`src/design/pag_consts.svh`:
```
// Constants for the port A pin block: register offsets, reset values, masks, bit positions.
// Assumes an 8-bit register port with byte offsets on an 8-bit address.
`ifndef PAG_CONSTS_SVH
`define PAG_CONSTS_SVH

`define PAG_ADDR_W 8
`define PAG_DATA_W 8

`define PAG_OFF_PIN 8'h00
`define PAG_OFF_LAT 8'h04
`define PAG_OFF_DIR 8'h08
`define PAG_OFF_ANA 8'h0c
`define PAG_OFF_CMP 8'h10
`define PAG_OFF_CVR 8'h14
`define PAG_OFF_CFG 8'h18

// Bit 4 has no pin behind it
`define PAG_IMPL_MASK 8'hef
// Pins that can be analog inputs: 0 to 3 and 5
`define PAG_ANA_MASK 8'h2f
// Comparator 1 inputs on pins 0 and 3, comparator 2 inputs on pins 1 and 2
`define PAG_CMP1_MASK 8'h09
`define PAG_CMP2_MASK 8'h06

`define PAG_LAT_RST 8'h00
`define PAG_DIR_RST 8'hef
`define PAG_ANA_RST 8'h00
`define PAG_CMP_RST 2'h0
`define PAG_CVR_RST 1'h0
`define PAG_CFG_RST 3'h0

`define PAG_BIT_CMP1 0
`define PAG_BIT_CMP2 1
`define PAG_BIT_REMAP0 0
`define PAG_BIT_REMAP1 1
`define PAG_BIT_PMA 2
`define PAG_PIN_COMPARATOR_REFERENCE_OUTPUT 2
`define PAG_PIN_PMA 1
`define PAG_PIN_CYCLE_CLOCK_OUTPUT 6
`define PAG_PIN_CLKI 7
`define PAG_DIV_W 2

`endif

```
`src/design/pag_pkg.sv`:
```
// Types shared by the port A pin block.
// Assumes the constants header is included by the modules that need numbers.
package pag_pkg;

    typedef enum logic [1:0] {
        PAG_OSC_INT = 2'h0,
        PAG_OSC_HS = 2'h1,
        PAG_OSC_RCEC = 2'h2,
        PAG_OSC_SPARE = 2'h3
    } pag_osc_type;

    typedef struct packed {
        logic [7:0] out;
        logic [7:0] oe;
    } pag_pad_type;

    typedef struct packed {
        logic [1:0] remap_out;
        logic pma_out;
    } pag_periph_type;

endpackage

```
`src/design/pag_pin_sync.sv`:
```
// Two-stage synchroniser for the port pin inputs, one chain per bit.
// Assumes pad levels may change at any time relative to clk.
`timescale 1ns/1ps
module pag_pin_sync #(
    parameter int WIDTH = 8
) (
    input wire logic clk,
    input wire logic rst_n,
    input wire logic [WIDTH-1:0] pin_in,
    output logic [WIDTH-1:0] pin_sync
);
    logic [WIDTH-1:0] meta_r;
    logic [WIDTH-1:0] sync_r;

    genvar i;
    generate
        for (i = 0; i < WIDTH; i++) begin : g_bit
            always_ff @(posedge clk or negedge rst_n) begin
                if (!rst_n) begin
                    meta_r[i] <= 1'b0;
                    sync_r[i] <= 1'b0;
                end else begin
                    meta_r[i] <= pin_in[i];
                    sync_r[i] <= meta_r[i];
                end
            end
        end
    endgenerate

    assign pin_sync = sync_r;
endmodule

```
`src/design/pag_cycle_clock.sv`:
```
// Divider that makes the instruction cycle clock, one quarter of the core clock rate.
// Assumes clk is the oscillator clock; the output is a registered square wave.
`timescale 1ns/1ps
`include "pag_consts.svh"
module pag_cycle_clock (
    input wire logic clk,
    input wire logic rst_n,
    output logic cycle_clk
);
    logic [`PAG_DIV_W-1:0] cnt_r;
    logic [`PAG_DIV_W-1:0] cnt_nxt;
    logic out_r;
    logic out_nxt;

    always_comb begin
        cnt_nxt = cnt_r + `PAG_DIV_W'(1);
        out_nxt = cnt_r[`PAG_DIV_W-1];
    end

    always_ff @(posedge clk or negedge rst_n) begin
        if (!rst_n) begin
            cnt_r <= '0;
            out_r <= 1'b0;
        end else begin
            cnt_r <= cnt_nxt;
            out_r <= out_nxt;
        end
    end

    assign cycle_clk = out_r;
endmodule

```
`src/design/pag_port_a.sv`:
```
// Port A pin block: seven bidirectional pins with latch, direction and pin read paths,
// analog selection, comparator and reference overrides, remap and address sharing.
// Assumes a one-cycle register port on clk and pads resolved outside from out/oe.
//
// Functional notes
// (RULE1) Seven pins, each with direction, latch, read
// (RULE2) Oscillator mode can take two pins away
// (RULE3) Direction one puts driver in high impedance
// (RULE4) Direction zero drives the latch value out
// (RULE5) Pin register reads pins, writes latch
// (RULE6) Latch register separately addressed, reads latch
// (RULE7) Analog config picks analog for 0-3, 5
// (RULE8) Software turns comparators off for digital inputs
// (RULE9) After reset analog pins analog, read zero
// (RULE10) Direction still controls drivers in analog mode
// (RULE11) Software keeps analog pins set as inputs
// (RULE12) Analog pin reads zero on digital path
// (RULE13) Analog selection leaves output path untouched
// (RULE14) Reference output on pin 2 kills digital
// (RULE15) Pins 0,1 carry remap input and output
// (RULE16) Large package: pin 1 carries address bit 7
// (RULE17) RC/EC mode: pin 6 outputs cycle clock
// (RULE18) Bit 4 unimplemented, reads as zero
// (RULE19) Pin inputs synchronised before port reads
//
// Chosen here: the placing of the registers and the address-and-strobe port.
`timescale 1ns/1ps
`include "pag_consts.svh"
module pag_port_a
    import pag_pkg::*;
#(
    parameter bit LARGE_PKG = 1'b1
) (
    input wire logic clk,
    input wire logic rst_n,
    // Register port
    input wire logic [`PAG_ADDR_W-1:0] reg_addr,
    input wire logic [`PAG_DATA_W-1:0] reg_wdata,
    input wire logic reg_wr,
    input wire logic reg_rd,
    output logic [`PAG_DATA_W-1:0] reg_rdata,
    // Oscillator mode from the configuration fuses
    input wire pag_osc_type osc_mode,
    // Pads
    input wire logic [7:0] pad_in,
    output pag_pad_type pad,
    // Peripherals sharing the pins
    input wire pag_periph_type periph,
    output logic [1:0] remap_in,
    output logic [7:0] analog_sel,
    output logic cmp_ref_out_en,
    output logic osc_owns_pins
);
    logic [7:0] lat_r;
    logic [7:0] lat_nxt;
    logic [7:0] dir_r;
    logic [7:0] dir_nxt;
    logic [7:0] ana_r;
    logic [7:0] ana_nxt;
    logic [1:0] cmp_r;
    logic [1:0] cmp_nxt;
    logic cvr_r;
    logic cvr_nxt;
    logic [2:0] cfg_r;
    logic [2:0] cfg_nxt;
    logic [7:0] rdata_r;
    logic [7:0] rdata_nxt;

    logic [7:0] pin_sync;
    logic cycle_clk;
    logic [7:0] osc_take;
    logic [7:0] cmp_take;
    logic [7:0] cvr_take;
    logic [7:0] dig_in_en;
    logic [7:0] pin_read;
    logic [7:0] drive_val;
    logic [7:0] drive_en;
    logic [7:0] out_nxt;
    logic [7:0] oe_nxt;
    logic [7:0] out_r;
    logic [7:0] oe_r;
    logic [1:0] remap_nxt;
    logic [1:0] remap_r;
    logic pma_on;
    // Named copy so single bits of the mask can be indexed
    localparam logic [7:0] IMPL_MASK = `PAG_IMPL_MASK;

    pag_pin_sync #(
        .WIDTH(8)
    ) u_sync (
        .clk(clk),
        .rst_n(rst_n),
        .pin_in(pad_in),
        .pin_sync(pin_sync)
    ); // [RULE19]

    pag_cycle_clock u_cyc (
        .clk(clk),
        .rst_n(rst_n),
        .cycle_clk(cycle_clk)
    );

    // Pins the oscillator claims in the current mode
    always_comb begin
        osc_take = 8'h00;
        unique case (osc_mode)
            PAG_OSC_HS: begin
                osc_take[`PAG_PIN_CYCLE_CLOCK_OUTPUT] = 1'b1; // [RULE2]
                osc_take[`PAG_PIN_CLKI] = 1'b1; // [RULE2]
            end
            PAG_OSC_RCEC: begin
                osc_take[`PAG_PIN_CLKI] = 1'b1; // [RULE2]
            end
            PAG_OSC_INT: begin
                osc_take = 8'h00;
            end
            default: begin
                osc_take = 8'h00;
            end
        endcase
    end

    // Sources that cut off the digital paths of a pin
    always_comb begin
        analog_sel = ~ana_r & `PAG_ANA_MASK; // [RULE7]
        cmp_take = 8'h00;
        if (cmp_r[`PAG_BIT_CMP1]) begin
            cmp_take = cmp_take | `PAG_CMP1_MASK;
        end
        if (cmp_r[`PAG_BIT_CMP2]) begin
            cmp_take = cmp_take | `PAG_CMP2_MASK;
        end
        cvr_take = 8'h00;
        cvr_take[`PAG_PIN_COMPARATOR_REFERENCE_OUTPUT] = cvr_r; // [RULE14]
        pma_on = LARGE_PKG && cfg_r[`PAG_BIT_PMA]; // [RULE16]
    end

    // A pin reads zero while analog, comparator, reference or oscillator owns it
    always_comb begin
        dig_in_en = `PAG_IMPL_MASK & ~osc_take & ~analog_sel & ~cmp_take & ~cvr_take; // [RULE12]
        pin_read = pin_sync & dig_in_en; // [RULE5] [RULE18]
    end

    // Output value per pin; latch unless a peripheral holds the pin
    always_comb begin
        drive_val = lat_r; // [RULE4] [RULE13]
        if (cfg_r[`PAG_BIT_REMAP0]) begin
            drive_val[0] = periph.remap_out[0]; // [RULE15]
        end
        if (pma_on) begin
            drive_val[`PAG_PIN_PMA] = periph.pma_out; // [RULE16]
        end else if (cfg_r[`PAG_BIT_REMAP1]) begin
            drive_val[1] = periph.remap_out[1]; // [RULE15]
        end
        if (osc_mode == PAG_OSC_RCEC) begin
            drive_val[`PAG_PIN_CYCLE_CLOCK_OUTPUT] = cycle_clk; // [RULE17]
        end
    end

    // Driver enable per pin, one bit each
    genvar i;
    generate
        for (i = 0; i < 8; i++) begin : g_pin
            always_comb begin
                // Analog selection deliberately absent here: direction, oscillator and reference govern
                drive_en[i] = IMPL_MASK[i] && !osc_take[i] && !cvr_take[i]
                    && !dir_r[i]; // [RULE3] [RULE10] [RULE14]
            end
        end
    endgenerate

    always_comb begin
        out_nxt = drive_val & `PAG_IMPL_MASK; // [RULE1]
        oe_nxt = drive_en;
        if (osc_mode == PAG_OSC_RCEC) begin
            oe_nxt[`PAG_PIN_CYCLE_CLOCK_OUTPUT] = 1'b1; // [RULE17]
        end
        // Remap input only follows the pin while the pin is an input
        remap_nxt[0] = dir_r[0] && pin_sync[0]; // [RULE15]
        remap_nxt[1] = dir_r[1] && pin_sync[1]; // [RULE15]
    end

    always_ff @(posedge clk or negedge rst_n) begin
        if (!rst_n) begin
            out_r <= `PAG_LAT_RST;
            oe_r <= 8'h00;
            remap_r <= 2'h0;
        end else begin
            out_r <= out_nxt;
            oe_r <= oe_nxt;
            remap_r <= remap_nxt;
        end
    end

    // Register writes
    always_comb begin
        lat_nxt = lat_r;
        dir_nxt = dir_r;
        ana_nxt = ana_r;
        cmp_nxt = cmp_r;
        cvr_nxt = cvr_r;
        cfg_nxt = cfg_r;
        if (reg_wr) begin
            unique case (reg_addr)
                `PAG_OFF_PIN: begin
                    lat_nxt = reg_wdata & `PAG_IMPL_MASK; // [RULE5] [RULE18]
                end
                `PAG_OFF_LAT: begin
                    lat_nxt = reg_wdata & `PAG_IMPL_MASK; // [RULE6] [RULE18]
                end
                `PAG_OFF_DIR: begin
                    dir_nxt = reg_wdata & `PAG_IMPL_MASK; // [RULE1] [RULE18]
                end
                `PAG_OFF_ANA: begin
                    ana_nxt = reg_wdata & `PAG_ANA_MASK; // [RULE7]
                end
                `PAG_OFF_CMP: begin
                    cmp_nxt = reg_wdata[1:0];
                end
                `PAG_OFF_CVR: begin
                    cvr_nxt = reg_wdata[0]; // [RULE14]
                end
                `PAG_OFF_CFG: begin
                    cfg_nxt = reg_wdata[2:0];
                end
                default: begin
                    lat_nxt = lat_r;
                end
            endcase
        end
    end

    // Register reads; data stand only in the cycle after the strobe
    always_comb begin
        rdata_nxt = 8'h00;
        if (reg_rd) begin
            unique case (reg_addr)
                `PAG_OFF_PIN: begin
                    rdata_nxt = pin_read; // [RULE5] [RULE9]
                end
                `PAG_OFF_LAT: begin
                    rdata_nxt = lat_r; // [RULE6]
                end
                `PAG_OFF_DIR: begin
                    rdata_nxt = dir_r; // [RULE18]
                end
                `PAG_OFF_ANA: begin
                    rdata_nxt = ana_r;
                end
                `PAG_OFF_CMP: begin
                    rdata_nxt = {6'h00, cmp_r};
                end
                `PAG_OFF_CVR: begin
                    rdata_nxt = {7'h00, cvr_r};
                end
                `PAG_OFF_CFG: begin
                    rdata_nxt = {5'h00, cfg_r};
                end
                default: begin
                    rdata_nxt = 8'h00;
                end
            endcase
        end
    end

    // Analog config clears to all-analog so converter pins come up safe
    always_ff @(posedge clk or negedge rst_n) begin
        if (!rst_n) begin
            lat_r <= `PAG_LAT_RST;
            dir_r <= `PAG_DIR_RST;
            ana_r <= `PAG_ANA_RST; // [RULE9]
            cmp_r <= `PAG_CMP_RST;
            cvr_r <= `PAG_CVR_RST;
            cfg_r <= `PAG_CFG_RST;
            rdata_r <= 8'h00;
        end else begin
            lat_r <= lat_nxt;
            dir_r <= dir_nxt;
            ana_r <= ana_nxt;
            cmp_r <= cmp_nxt;
            cvr_r <= cvr_nxt;
            cfg_r <= cfg_nxt;
            rdata_r <= rdata_nxt;
        end
    end

    assign reg_rdata = rdata_r;
    assign pad.out = out_r;
    assign pad.oe = oe_r;
    assign remap_in = remap_r;
    assign cmp_ref_out_en = cvr_r;
    assign osc_owns_pins = |osc_take;
endmodule

```
`config.mk`:
```
export PLATFORM = sky130hd
export DESIGN_NAME = pag_port_a
export DESIGN_NICKNAME = d
export VERILOG_FILES = /design/src/design/pag_pkg.sv /design/src/design/pag_pin_sync.sv /design/src/design/pag_cycle_clock.sv /design/src/design/pag_port_a.sv
export VERILOG_INCLUDE_DIRS = /design/src /design/src/design
export SDC_FILE = /design/constraint.sdc
export NUM_CORES = 1
export LEC_CHECK = 0
export ABC_AREA = 1
export BUFFER_PORTS_ARGS = -buffer_cell sky130_fd_sc_hd__buf_2
export CORE_MARGIN = 2
export CORE_UTILIZATION = 24
export DETAILED_ROUTE_END_ITERATION = 8
export PLACE_DENSITY = 0.39
export SLEW_MARGIN = 10
export SYNTH_ARGS = -nofsm -noshare
export SYNTH_HDL_FRONTEND = slang
export SYNTH_SLANG_ARGS = --single-unit
```
`constraint.sdc`:
```
create_clock -name clk -period 1.2 [get_ports clk]
set_input_delay 0.24 -clock clk [delete_from_list [all_inputs] [get_ports clk]]
set_output_delay 0.24 -clock clk [all_outputs]
set_load 0.03 [all_outputs]
```
==> results of run 1 <==
cell usage after synthesis (all sizes together):
master	instances	area [sq um]
nand3b	1	7.51
and3	1	6.26
o21a	1	7.51
nor3b	3	22.5
o21ai	31	166
dfrtp	58	1450
conb	1	3.75
a21oi	6	30.0
nand3	26	135
buf	10	81.3
xor2	1	8.76
nor2	29	171
nand2	56	233
dfstp	7	184
ha	2	25.0
inv	42	158
cell type report:
| cell class | count | area, sq um |
|---|---|---|
| Tap cell | 140 | 175 |
| Fill cell | 1144 | 7160 |
| Timing Repair Buffer | 93 | 658 |
| Sequential cell | 65 | 1640 |
| Inverter | 42 | 158 |
| Clock buffer | 12 | 155 |
| Clock inverter | 4 | 98.8 |
| Multi-Input combinational cell | 163 | 850 |
path summary, 6_finish.rpt:
check	start	end	slack [ns]	cells after the start
worst min register to register	u_sync.meta_r[5]$_DFF_PN0_	u_sync.pin_sync[5]$_DFF_PN0_	0.35	0
worst max-delay path	ana_r[0]$_DFFE_PN0P_	analog_sel[0]	-0.008	2
worst min-delay path	periph[1]	out_r[0]$_DFF_PN0_	0.09	3
max in group asynchronous	rst_n	dir_r[5]$_DFFE_PN1P_	0.44	3
worst max register to register	cmp_ref_out_en$_DFFE_PN0P_	reg_rdata[2]$_DFF_PN0_	0.08	7
min in group asynchronous	rst_n	cfg_r[1]$_DFFE_PN0P_	0.41	3
through the flow:
stage | instance area, sq um | power, mW | setup TNS (ns) | setup slack (ns)
6_report | 3730 | 5.41 | -0.00779 | -0.00779
3_3_place_gp | 3270 | 3.01 | -2.27 | -0.138
2_1_floorplan | 2710 | 2.76 | 0 | 0.0947
3_5_place_dp | 3270 | 3.02 | -2.61 | -0.165
4_1_cts | 3700 | 5.49 | -0.0493 | -0.0271
5_1_grt | 3730 | 5.67 | -0.125 | -0.0421
power breakdown:
| group | internal [mW] | total (mW) | switching [mW] |
|---|---|---|---|
| Clock | 1.50 | 2.36 | 0.865 |
| Combinational | 0.246 | 0.643 | 0.397 |
| Sequential | 2.34 | 2.41 | 0.0693 |
layer usage:
| layer | wire, um | track usage, % | share of wire, % |
|---|---|---|---|
| met1 | 2970 | 15.4 | 46 |
| met3 | 359 | 4.21 | 5.5 |
| met4 | 136 | 5.70 | 2.1 |
| met2 | 3040 | 17.9 | 47 |
| met5 | 0 | 0 | 0 |
flip-flops by register name, indices dropped and copies added, names as in the netlist:
register / count
remap_in: 2
u_sync.meta_r: 7
ana_r: 5
dir_r: 7
reg_rdata: 7
lat_r: 7
cmp_ref_out_en: 1
oe_r: 7
cmp_r: 2
cfg_r: 3
out_r: 7
u_sync.pin_sync: 7
u_cyc.cycle_clk: 1
u_cyc.cnt_r: 2
worst register-to-register path: cells and delay by family, from the launching register on:
kind,cells,cell delay (ns)
AO/OA/AOI/OAI,1,0.05
buffers and inverters,1,0.15
flip-flops,1,0.42
AND/OR/NAND/NOR,5,0.43
logic make-up (layout without fill, tap and decap cells):
family | Yosys count | after routing | synth area share [%]
AO/OA/AOI/OAI | 38 | 38 | 7.58
AND/OR/NAND/NOR | 116 | 116 | 21.4
adder cells (fa/ha/maj) | 2 | 2 | 0.930
XOR/XNOR | 1 | 1 | 0.325
other | 1 | 6 | 0.139
buffers and inverters | 52 | 151 | 8.88
flip-flops | 65 | 65 | 60.8
layout by cell type, fill, tap and decap left out, types with 6 or more instances in the layout:
cell	synthesis	final
sky130_fd_sc_hd__a21oi_1	6	6
sky130_fd_sc_hd__buf_2	2	53
sky130_fd_sc_hd__buf_4	6	22
sky130_fd_sc_hd__buf_6	1	6
sky130_fd_sc_hd__clkbuf_8	0	11
sky130_fd_sc_hd__conb_1	1	6
sky130_fd_sc_hd__dfrtp_1	58	57
sky130_fd_sc_hd__dfstp_2	7	7
sky130_fd_sc_hd__dlygate4sd3_1	0	8
sky130_fd_sc_hd__inv_1	39	34
sky130_fd_sc_hd__inv_2	3	8
sky130_fd_sc_hd__nand2_1	49	49
sky130_fd_sc_hd__nand2_2	6	6
sky130_fd_sc_hd__nand3_1	25	25
sky130_fd_sc_hd__nor2_1	21	21
sky130_fd_sc_hd__o21ai_1	26	25
what timing repair did:
item                                    in CTS  in global routing
setup buffers                                8                  2
hold buffers                                 8                  0
endpoints found under the setup margin       6                 10
gates cloned                                 0                  0
pin swaps                                    0                  2
hold endpoints to repair                    65                  0
resized for setup                           17                  6
==> load_flow_metrics.sql, run 1 <==
INSERT INTO impl_metrics (metric_group, metric, value, unit) VALUES
('place', 'place.detailed.instances', '485', ''),
('cts', 'worst_setup_hold_path_clk_slew', '0.08', 'ns'),
('sta', 'finClkSkew', '0.00922', 'ns'),
('critical_path', 'critPathKind', 'flip-flop to primary output', ''),
('sta', 'rsz0062_at_grt', 'true', ''),
('critical_path', 'critical_path_buf_inv_count', '2', ''),
('floorplanning', 'dieArea', '0.0121', 'sq mm'),
('global_routing', 'global_route.overflow_total', '0', ''),
('sta', 'final.min_clock_period', '1.21', 'ns'),
('sta', 'worst_hold_slack', '0.0932', 'ns'),
('min_path', 'worst_hold_path_type', 'input port to flip-flop', ''),
('synthesis', 'syn_avg_cell_area', '9.79', 'sq um'),
('run_status', 'violated_checks', 'setup timing', ''),
('final_layout', 'num-nets-final', '409', ''),
('final_layout', 'diodes', '0', ''),
('run', 'timing.max_cap.violations', '0', ''),
('sta', 'min_period_over_period', '101', '%'),
('place', 'routabilityCongestion', '0.773', ''),
('sta', 'max_clock_freq', '828', 'MHz'),
('floorplanning', 'initial_core_util', '24.7', '%'),
('detailed_routing', 'drt_iter0_drc', '92', ''),
('final_layout', 'utilization', '34.3', '%'),
('place', 'place_hpwl', '4710', 'um'),
('detailed_routing', 'vias_per_cell', '3.98', ''),
('synthesis', 'synthesis.yosys.warnings', '0', ''),
('synthesis', 'synth.ff_latch_count', '65', ''),
('floorplanning', 'core_rows', '38', ''),
('cts', 'cts_made_buffers', '9', ''),
('detailed_routing', 'vias_after_detailed_routing', '2064', ''),
('final_layout', 'final_cell_count_no_fill', '519', ''),
('floorplanning', 'dieWidth', '110', 'um'),
('critical_path', 'worst_setup_path_start_kind', 'flip-flop', ''),
('power_and_ir_drop', 'power.density_cell_area', '1450', 'mW/mm^2'),
('critical_path', 'crit_slowest_cell', 'sky130_fd_sc_hd__dfrtp_1', ''),
('critical_path', 'critPathArrivalTime', '0.97', 'ns'),
('cts', 'cts-root-to-sink-buffers', '2', ''),
('critical_path', 'endpoint_kind', 'primary output', ''),
('cts', 'cts_tree', 'yes', ''),
('floorplanning', 'design.core.area', '0.0109', 'sq mm'),
('detailed_routing', 'post_drt_wl_per_cell', '12.5', 'um'),
('global_routing', 'vias_in_the_first_global_route', '2004', ''),
('critical_path', 'worst_ep_required_time', '0.96', 'ns'),
('sta', 'worst_slack', '-0.00779', 'ns'),
('cts', 'root_buffer', 'sky130_fd_sc_hd__clkbuf_8', ''),
('synthesis', 'synth_seq_area_share', '60.8', '%'),
('detailed_routing', 'detail_route.drc_violations', '0', ''),
('cts', 'clk-insertion-delay-late', '0.36', 'ns'),
('cts', 'ctsHtreeMaxLevel', '3', ''),
('final_layout', 'layout-drive-gt1-share', '36.4', '%'),
('global_routing', 'grt_use_total', '12.0', '%'),
('global_routing', 'wire_length_of_the_first_global_routing_pass', '10400', 'um'),
('critical_path', 'cp_cell_sequence', 'inv_2, buf_6', ''),
('sta', 'maxSlewViolCount', '0', ''),
('sta', 'final_hold_viol_count', '0', ''),
('critical_path', 'critical-path-top-delay-family', 'flip-flops', ''),
('cts', 'cts_sinks', '65', ''),
('detailed_routing', 'detail_route.wirelength', '6510', 'um'),
('run_status', 'status', 'finished with violations', ''),
('synthesis', 'syn-cell-area', '0.00269', 'sq mm'),
('global_routing', 'antenna_violations_before_repair', '0', ''),
('floorplanning', 'design.portCount', '69', ''),
('synthesis', 'yosysUniqueCellTypes', '28', ''),
('detailed_routing', 'drt_first_pass_iters', '4', ''),
('critical_path', 'path_max_fanout', '2', ''),
('critical_path', 'critPathMaxStageDelay', '0.39', 'ns'),
('place', 'port_buffers', '60', ''),
('sta', 'report.final.setup_viol', '1', ''),
('power_and_ir_drop', 'power.static_leakage', '1.98', 'nW'),
('floorplanning', 'die-height', '110', 'um'),
('global_routing', 'grt_max_degree', '66', ''),
('final_layout', 'syn2layout_area_growth', '38.6', '%'),
('power_and_ir_drop', 'ir_worst_vdd', '1.07', 'mV'),
('detailed_routing', 'detail-route-antenna-nets', '0', ''),
('synthesis', 'synthesis.instances', '275', '');
Power figures use the tool's default switching activity.
==> run 2: changes to the inputs <==
--- a/config.mk
+++ b/config.mk
@@ -6,12 +6,11 @@
 export SDC_FILE = /design/constraint.sdc
 export NUM_CORES = 1
 export LEC_CHECK = 0
-export ABC_AREA = 1
 export BUFFER_PORTS_ARGS = -buffer_cell sky130_fd_sc_hd__buf_2
 export CORE_MARGIN = 2
 export CORE_UTILIZATION = 24
 export DETAILED_ROUTE_END_ITERATION = 8
-export PLACE_DENSITY = 0.39
+export PLACE_DENSITY = 0.4
 export SLEW_MARGIN = 10
 export SYNTH_ARGS = -nofsm -noshare
 export SYNTH_HDL_FRONTEND = slang
==> run 2 against run 1 <==
Net effect: the flow still finishes with violations (setup timing); final cell count decreased by 15%; global-route usage down 0.31 points; clock power shrank 3%; synthesized cell count shrank 31%; design area increased by 2.0%; critical path type unchanged.
==> load_flow_metrics.sql, run 2 <==
INSERT INTO impl_metrics (metric_group, metric, value, unit) VALUES
('floorplanning', 'design.portCount', '69', ''),
('critical_path', 'worst_ep_required_time', '0.96', 'ns'),
('synthesis', 'syn-cell-area', '0.00258', 'sq mm'),
('global_routing', 'wire_length_of_the_first_global_routing_pass', '10000', 'um'),
('place', 'place_hpwl', '4500', 'um'),
('min_path', 'hold_path_end', 'out_r[1]$_DFF_PN0_', ''),
('detailed_routing', 'vias_after_detailed_routing', '1781', ''),
('critical_path', 'path_max_fanout', '2', ''),
('detailed_routing', 'drt_first_pass_iters', '4', ''),
('critical_path', 'reg2reg_setup_slack', '-0.02', 'ns'),
('sta', 'final_hold_viol_count', '0', ''),
('detailed_routing', 'post_drt_wl_per_cell', '14.2', 'um'),
('cts', 'cts_sinks', '65', ''),
('final_layout', 'most_frequent_cells_in_the_layout', 'sky130_fd_sc_hd__dfrtp_1 (57), sky130_fd_sc_hd__buf_2 (51), sky130_fd_sc_hd__buf_4 (31), sky130_fd_sc_hd__mux2_2 (15), sky130_fd_sc_hd__mux2_4 (15)', ''),
('synthesis', 'post_synth_xor_area_fraction', '0.340', '%'),
('sta', 'maxSlewViolCount', '0', ''),
('place', 'port_buffers', '60', ''),
('global_routing', 'grt_use_met1', '15.9', '%'),
('min_path', 'worst_hold_startpoint', 'periph[0]', ''),
('synthesis', 'dominant_combinational_cell_family_by_area_after_synthesis', 'multiplexers', ''),
('global_routing', 'vias_in_the_first_global_route', '1893', ''),
('detailed_routing', 'vias_per_cell', '4.05', ''),
('global_routing', 'global_route.usage.met3', '3.27', '%'),
('global_routing', 'global_route.overflow_total', '0', ''),
('synthesis', 'netlist_top_cells_area', 'sky130_fd_sc_hd__dfrtp_1 (56%), sky130_fd_sc_hd__mux2_2 (11%), sky130_fd_sc_hd__dfstp_2 (7.1%), sky130_fd_sc_hd__buf_4 (2.6%), sky130_fd_sc_hd__mux2i_1 (2.3%)', ''),
('power_and_ir_drop', 'ir_worst_vdd', '0.478', 'mV'),
('critical_path', 'reg2reg_depth', '4', ''),
('cts', 'worst_setup_hold_path_clk_slew', '0.08', 'ns'),
('sta', 'rsz0062_at_grt', 'true', ''),
('synthesis', 'synth_compound_area_share', '5.39', '%'),
('critical_path', 'critPathMaxStageDelay', '0.39', 'ns'),
('power_and_ir_drop', 'p_clk_share', '43.2', '%'),
('synthesis', 'synthesis.instances', '191', ''),
('power_and_ir_drop', 'switching_share', '24.7', '%'),
('critical_path', 'timing.rr.start', 'dir_r[1]$_DFFE_PN1P_', ''),
('critical_path', 'cp_cell_sequence', 'buf_6, inv_2, buf_6', ''),
('synthesis', 'synth.ff_latch_count', '65', ''),
('critical_path', 'crit_slowest_cell', 'sky130_fd_sc_hd__dfrtp_1', ''),
('floorplanning', 'dieArea', '0.0116', 'sq mm'),
('sta', 'final.min_clock_period', '1.26', 'ns'),
('floorplanning', 'design.core.area', '0.0104', 'sq mm'),
('synthesis', 'synthTopCellsByCount', 'sky130_fd_sc_hd__dfrtp_1 (58), sky130_fd_sc_hd__mux2_2 (25), sky130_fd_sc_hd__inv_1 (14)', ''),
('detailed_routing', 'detail_route.wirelength', '6250', 'um'),
('sta', 'finClkSkew', '0.0118', 'ns'),
('cts', 'clk-insertion-delay-late', '0.35', 'ns'),
('synthesis', 'synth_seq_area_share', '63.5', '%'),
('final_layout', 'utilization', '36.7', '%'),
('synthesis', 'mux_share_of_post_synthesis_cell_area', '15.4', '%'),
('detailed_routing', 'drt_iter0_drc', '23', ''),
('final_layout', 'syn2layout_area_growth', '47.7', '%'),
('critical_path', 'endpoint_kind', 'primary output', ''),
('synthesis', 'yosys_most_used_dff', 'sky130_fd_sc_hd__dfrtp_1', ''),
('cts', 'root_buffer', 'sky130_fd_sc_hd__clkbuf_8', ''),
('power_and_ir_drop', 'power.density_cell_area', '1390', 'mW/mm^2'),
('global_routing', 'antenna_violations_before_repair', '0', ''),
('synthesis', 'post-synth-top-area-cell', 'sky130_fd_sc_hd__dfrtp_1', ''),
('run_status', 'status', 'finished with violations', ''),
('sta', 'worst_slack', '-0.0577', 'ns'),
('floorplanning', 'dieWidth', '108', 'um'),
('final_layout', 'layout_commonest_cell', 'sky130_fd_sc_hd__dfrtp_1', ''),
('min_path', 'worst_hold_path_type', 'input port to flip-flop', ''),
('synthesis', 'syn_avg_cell_area', '13.5', 'sq um'),
('global_routing', 'grt_most_used_layer', 'met2', ''),
('critical_path', 'critPathArrivalTime', '1.02', 'ns'),
('sta', 'worst_hold_slack', '0.0956', 'ns'),
('critical_path', 'end_of_the_worst_register_to_register_path', 'reg_rdata[1]$_DFF_PN0_', ''),
('power_and_ir_drop', 'power.static_leakage', '1.85', 'nW'),
('run', 'timing.max_cap.violations', '0', ''),
('synthesis', 'synthesis.yosys.warnings', '0', ''),
('cts', 'cts_made_buffers', '9', ''),
('synthesis', 'yosysUniqueCellTypes', '37', ''),
('global_routing', 'grt_use_total', '11.7', '%'),
('floorplanning', 'core_rows', '37', ''),
('final_layout', 'diodes', '0', ''),
('final_layout', 'layout-drive-gt1-share', '56.3', '%'),
('synthesis', 'synth_edf_count', '0', ''),
('final_layout', 'num-nets-final', '334', ''),
('global_routing', 'grt_max_degree', '29', ''),
('critical_path', 'critPathKind', 'flip-flop to primary output', ''),
('power_and_ir_drop', 'internal_power', '3.99', 'mW'),
('cts', 'ctsHtreeMaxLevel', '3', ''),
('detailed_routing', 'detail-route-antenna-nets', '0', ''),
('power_and_ir_drop', 'p_switching', '1.31', 'mW'),
('synthesis', 'ys_async_sr_fraction', '100', '%'),
('critical_path', 'worst_setup_path_start_kind', 'flip-flop', ''),
('sta', 'report.final.setup_viol', '11', ''),
('global_routing', 'gr-usage-met2', '17.2', '%'),
('synthesis', 'yosys.area.top_type_share', '56.3', '%'),
('min_path', 'hold-path-cell-count', '3', ''),
('sta', 'min_period_over_period', '105', '%'),
('floorplanning', 'initial_core_util', '24.8', '%'),
('synthesis', 'yosys.cell_count.top_type', 'sky130_fd_sc_hd__dfrtp_1', ''),
('critical_path', 'worst_path_most_repeated_cell', 'sky130_fd_sc_hd__buf_6', ''),
('floorplanning', 'die-height', '108', 'um'),
('synthesis', 'synth_fa_ha_area_share', '0.971', '%'),
('sta', 'max_clock_freq', '795', 'MHz'),
('power_and_ir_drop', 'pwr-share-comb', '12.2', '%'),
('cts', 'cts-root-to-sink-buffers', '2', ''),
('detailed_routing', 'detail_route.drc_violations', '0', ''),
('power_and_ir_drop', 'sequential_group_share_of_total_power', '44.7', '%'),
('synthesis', 'yosys.area_share.simple', '8.84', '%'),
('place', 'routabilityCongestion', '0.709', ''),
('cts', 'cts_tree', 'yes', ''),
('run_status', 'violated_checks', 'setup timing', '');
## run 2: cell count changes after synthesis, sizes merged, moves of 4 or more
| cell | delta |
|---|---|
| mux2i | +6 |
| o21ai | -27 |
| inv | -28 |
| a21oi | -4 |
| nand2 | -45 |
| a211oi | +4 |
| mux2 | +30 |
| and2 | +5 |
| nand3 | -23 |
| nor2 | -21 |
## run 2: kinds of logic after synthesis
kind of cell	Yosys count
AO/OA/AOI/OAI	20
buffers and inverters	27
AND/OR/NAND/NOR	39
adder cells (fa/ha/maj)	2
flip-flops	65
XOR/XNOR	1
other	1
multiplexers	36
## run 2: power by group through the flow
stage          clock network, mW  logic, mW  registers [mW]
2_1_floorplan                  0      0.233            2.48
3_3_place_gp                   0      0.575            2.41
3_5_place_dp                   0      0.576            2.41
4_1_cts                     2.35      0.637            2.37
5_1_grt                     2.45      0.701            2.38
6_report                    2.29      0.644            2.37
## run 2: layout make-up
cell class	count	area, sq um
multi-input combinational	104	945
fill	1062	6570
inverter	14	52.6
clock buffer	9	124
clock inverter	7	119
timing repair buffer	105	758
tap	136	170
sequential	65	1640
## run 2: worst max-delay path by stage
stage | startpoint | end | slack, ns
2_1_floorplan | reg_addr[5] | ana_r[0]$_DFFE_PN0P_ | -0.18
3_3_place_gp | reg_addr[5] | ana_r[1]$_DFFE_PN0P_ | -0.47
3_5_place_dp | reg_addr[5] | ana_r[1]$_DFFE_PN0P_ | -0.51
4_1_cts | ana_r[1]$_DFFE_PN0P_ | analog_sel[1] | -0.08
5_1_grt | ana_r[1]$_DFFE_PN0P_ | analog_sel[1] | -0.10
6_report | ana_r[1]$_DFFE_PN0P_ | analog_sel[1] | -0.06
## run 2: worst max-delay path, delay by kind of cell, from the launching register on
family / cells / cell delay [ns]
DFF: 1 / 0.39
buffers and inverters: 3 / 0.28
## run 2: repair_timing
action	4_1_cts	5_1_grt
endpoints found under the setup margin	26	26
pin swaps	2	2
hold buffers	8	0
gates resized for setup	36	12
setup buffers	4	2
hold endpoints to repair	13	0
cloned	0	0
## run 2: per-stage QoR
step	TNS [ns]	setup WS (ns)	std cells	cell area (sq um)	total power [mW]
detailed placement	-11.59	-0.507	411	3300	2.98
global route	-0.587	-0.105	440	3800	5.53
floorplan	-1.52	-0.181	196	2670	2.71
CTS	-0.203	-0.0824	438	3740	5.35
finish	-0.237	-0.0577	440	3800	5.29
global placement	-10.52	-0.469	411	3300	2.98
## run 2: routing by layer
metal / routed length (um) / vias up
met5: 0 / -
met4: 100 / 0
met2: 2830 / 43
met1: 3040 / 869
li1: - / 859
met3: 273 / 10
==> run 3: changes to the inputs <==
--- a/config.mk
+++ b/config.mk
@@ -10,8 +10,9 @@
 export CORE_MARGIN = 2
 export CORE_UTILIZATION = 24
 export DETAILED_ROUTE_END_ITERATION = 8
-export PLACE_DENSITY = 0.4
+export PLACE_DENSITY = 0.41
 export SLEW_MARGIN = 10
 export SYNTH_ARGS = -nofsm -noshare
 export SYNTH_HDL_FRONTEND = slang
+export SYNTH_HIERARCHICAL = 1
 export SYNTH_SLANG_ARGS = --single-unit
==> constraint.sdc (replaced) <==
create_clock -name clk -period 1.1 [get_ports clk]
set_input_delay 0.22 -clock clk [delete_from_list [all_inputs] [get_ports clk]]
set_output_delay 0.22 -clock clk [all_outputs]
set_load 0.03 [all_outputs]
==> run 3 against run 2 <==
Net effect: the flow still finishes with violations (setup timing); first-iteration DRC count grew to 2.8 times the previous value; count of clock-buffer cells in the layout stayed put; hold slack worse by 0.017 ns; final cell count is 4.5% higher.
==> load_flow_metrics.sql, run 3 <==
INSERT INTO impl_metrics (metric_group, metric, value, unit) VALUES
('final_layout', 'most_frequent_cells_in_the_layout', 'sky130_fd_sc_hd__dfrtp_1 (57), sky130_fd_sc_hd__buf_6 (42), sky130_fd_sc_hd__buf_4 (41), sky130_fd_sc_hd__buf_2 (29), sky130_fd_sc_hd__mux2_4 (21)', ''),
('place', 'port_buffers', '60', ''),
('sta', 'max_clock_freq', '740', 'MHz'),
('floorplanning', 'design.core.area', '0.0107', 'sq mm'),
('global_routing', 'grt_use_total', '12.3', '%'),
('critical_path', 'critPathArrivalTime', '1.62', 'ns'),
('run_status', 'status', 'finished with violations', ''),
('floorplanning', 'core_rows', '38', ''),
('floorplanning', 'initial_core_util', '24.3', '%'),
('global_routing', 'grt_most_used_layer', 'met2', ''),
('sta', 'finClkSkew', '0.00507', 'ns'),
('run_status', 'violated_checks', 'setup timing', ''),
('critical_path', 'critPathMaxStageDelay', '0.59', 'ns'),
('floorplanning', 'dieArea', '0.0118', 'sq mm'),
('critical_path', 'critical-path-top-delay-family', 'simple AND/OR/NAND/NOR gates', ''),
('cts', 'clk-insertion-delay-late', '0.35', 'ns'),
('detailed_routing', 'drt_iter0_drc', '64', ''),
('sta', 'rsz0062_at_grt', 'true', ''),
('cts', 'ctsHtreeMaxLevel', '3', ''),
('final_layout', 'diodes', '0', ''),
('global_routing', 'grt_max_degree', '28', ''),
('detailed_routing', 'vias_after_detailed_routing', '1881', ''),
('global_routing', 'global_route.overflow_total', '0', ''),
('critical_path', 'critical_path_buf_inv_count', '2', ''),
('critical_path', 'worst_setup_path_start_kind', 'input port', ''),
('sta', 'worst_slack', '-0.251', 'ns'),
('floorplanning', 'dieWidth', '108', 'um'),
('synthesis', 'synthesis.instances', '187', ''),
('global_routing', 'global_route.usage.met3', '3.44', '%'),
('sta', 'maxSlewViolCount', '0', ''),
('final_layout', 'final_cell_count_no_fill', '460', ''),
('global_routing', 'wire_length_of_the_first_global_routing_pass', '10600', 'um'),
('floorplanning', 'design.portCount', '69', ''),
('place', 'place_hpwl', '4820', 'um'),
('run', 'timing.max_cap.violations', '0', ''),
('cts', 'worst_setup_hold_path_clk_slew', '0.07', 'ns'),
('critical_path', 'path_max_fanout', '7', ''),
('floorplanning', 'die-height', '108', 'um'),
('sta', 'final.min_clock_period', '1.35', 'ns'),
('synthesis', 'syn-cell-area', '0.00262', 'sq mm'),
('final_layout', 'syn2layout_area_growth', '62.2', '%'),
('global_routing', 'grt_use_met1', '16.9', '%'),
('global_routing', 'gr-usage-met2', '17.7', '%'),
('critical_path', 'crit_slowest_cell', 'sky130_fd_sc_hd__or4b_4', ''),
('power_and_ir_drop', 'ir_worst_vdd', '0.583', 'mV'),
('cts', 'cts_sinks', '65', ''),
('detailed_routing', 'post_drt_wl_per_cell', '14.9', 'um'),
('detailed_routing', 'detail-route-antenna-nets', '0', ''),
('critical_path', 'reg2reg_setup_slack', '-0.11', 'ns'),
('cts', 'cts_tree', 'yes', ''),
('detailed_routing', 'detail_route.drc_violations', '0', ''),
('place', 'place_ws', '-0.641', 'ns'),
('power_and_ir_drop', 'total_power', '5.73', 'mW'),
('critical_path', 'worst_ep_required_time', '1.37', 'ns'),
('power_and_ir_drop', 'power.density_cell_area', '1350', 'mW/mm^2'),
('sta', 'min_period_over_period', '123', '%'),
('detailed_routing', 'detail_route.wirelength', '6840', 'um'),
('sta', 'final_hold_viol_count', '0', ''),
('critical_path', 'endpoint_kind', 'flip-flop', ''),
('place', 'routabilityCongestion', '0.735', ''),
('critical_path', 'cp_cell_sequence', 'buf_6, or4b_4, nor3b_4, buf_12, mux2_4', ''),
('sta', 'setup_tns', '-5.58', 'ns'),
('cts', 'root_buffer', 'sky130_fd_sc_hd__clkbuf_8', ''),
('cts', 'cts-root-to-sink-buffers', '2', ''),
('detailed_routing', 'vias_per_cell', '4.09', ''),
('sta', 'worst_hold_slack', '0.0789', 'ns'),
('detailed_routing', 'drt_first_pass_iters', '4', ''),
('final_layout', 'num-nets-final', '350', ''),
('min_path', 'worst_hold_path_type', 'input port to flip-flop', ''),
('critical_path', 'critPathKind', 'input port to flip-flop', ''),
('power_and_ir_drop', 'power.static_leakage', '1.96', 'nW'),
('place', 'place.detailed.instances', '426', ''),
('final_layout', 'layout-drive-gt1-share', '61.9', '%'),
('global_routing', 'vias_in_the_first_global_route', '1969', ''),
('sta', 'report.final.setup_viol', '30', ''),
('cts', 'cts_made_buffers', '9', ''),
('global_routing', 'antenna_violations_before_repair', '0', ''),
('final_layout', 'layout_commonest_cell', 'sky130_fd_sc_hd__dfrtp_1', ''),
('synthesis', 'syn_avg_cell_area', '14.0', 'sq um'),
('synthesis', 'synthesis.yosys.warnings', '6', '');
run 3: layout make-up:
class,instances,area (sq um)
inverters,14,55.1
clock buffers,9,124
well taps,140,175
multi-input cells,102,1090
clock inverters,7,95.1
flip-flops and latches,65,1640
repair buffers,123,1070
fillers,1042,6500
run 3: report_power, final:
part	switching (mW)	leakage, nW	internal (mW)
Clock	0.994	0.109	1.27
Combinational	0.424	1.05	0.447
Sequential	0.0738	0.805	2.52
Total	1.49	1.96	4.24
run 3: worst min-delay path: stages:
cell and delay, ns:
sky130_fd_sc_hd__buf_2 0.07, sky130_fd_sc_hd__nand2_1 0.04, sky130_fd_sc_hd__o21ai_0 0.06
run 3: per-stage QoR:
stage / utilization, % / cell area, sq um
2_1_floorplan: - / 2710
3_3_place_gp: 32.3 / 3470
3_5_place_dp: 32.3 / 3470
4_1_cts: 38.5 / 4140
5_1_grt: 39.5 / 4240
6_report: 39.5 / 4240
run 3: what timing repair did:
action	in CTS	in global routing
setup endpoints to repair	55	60
hold buffers	8	0
buffers inserted	8	2
gates resized for setup	93	18
pin swaps	14	7
hold endpoints to repair	13	0
run 3: worst paths after layout:
check / cells after the start / startpoint / end
worst max-delay path: 5 / reg_addr[6] / dir_r[3]$_DFFE_PN1P_
worst min-delay path: 3 / periph[0] / out_r[1]$_DFF_PN0_
worst max register to register: 4 / ana_r[1]$_DFFE_PN0P_ / reg_rdata[1]$_DFF_PN0_
worst min register to register: 0 / u_sync/meta_r[7]$_DFF_PN0_ / u_sync/pin_sync[7]$_DFF_PN0_
max in group asynchronous: 3 / rst_n / dir_r[3]$_DFFE_PN1P_
min in group asynchronous: 2 / rst_n / ana_r[2]$_DFFE_PN0P_
run 3: metal layers:
metal  part of all wire (%)  up-vias
li1                       -      901
met1                     47      915
met2                     46       57
met3                    5.0        8
met4                    1.5        0
met5                      0        -
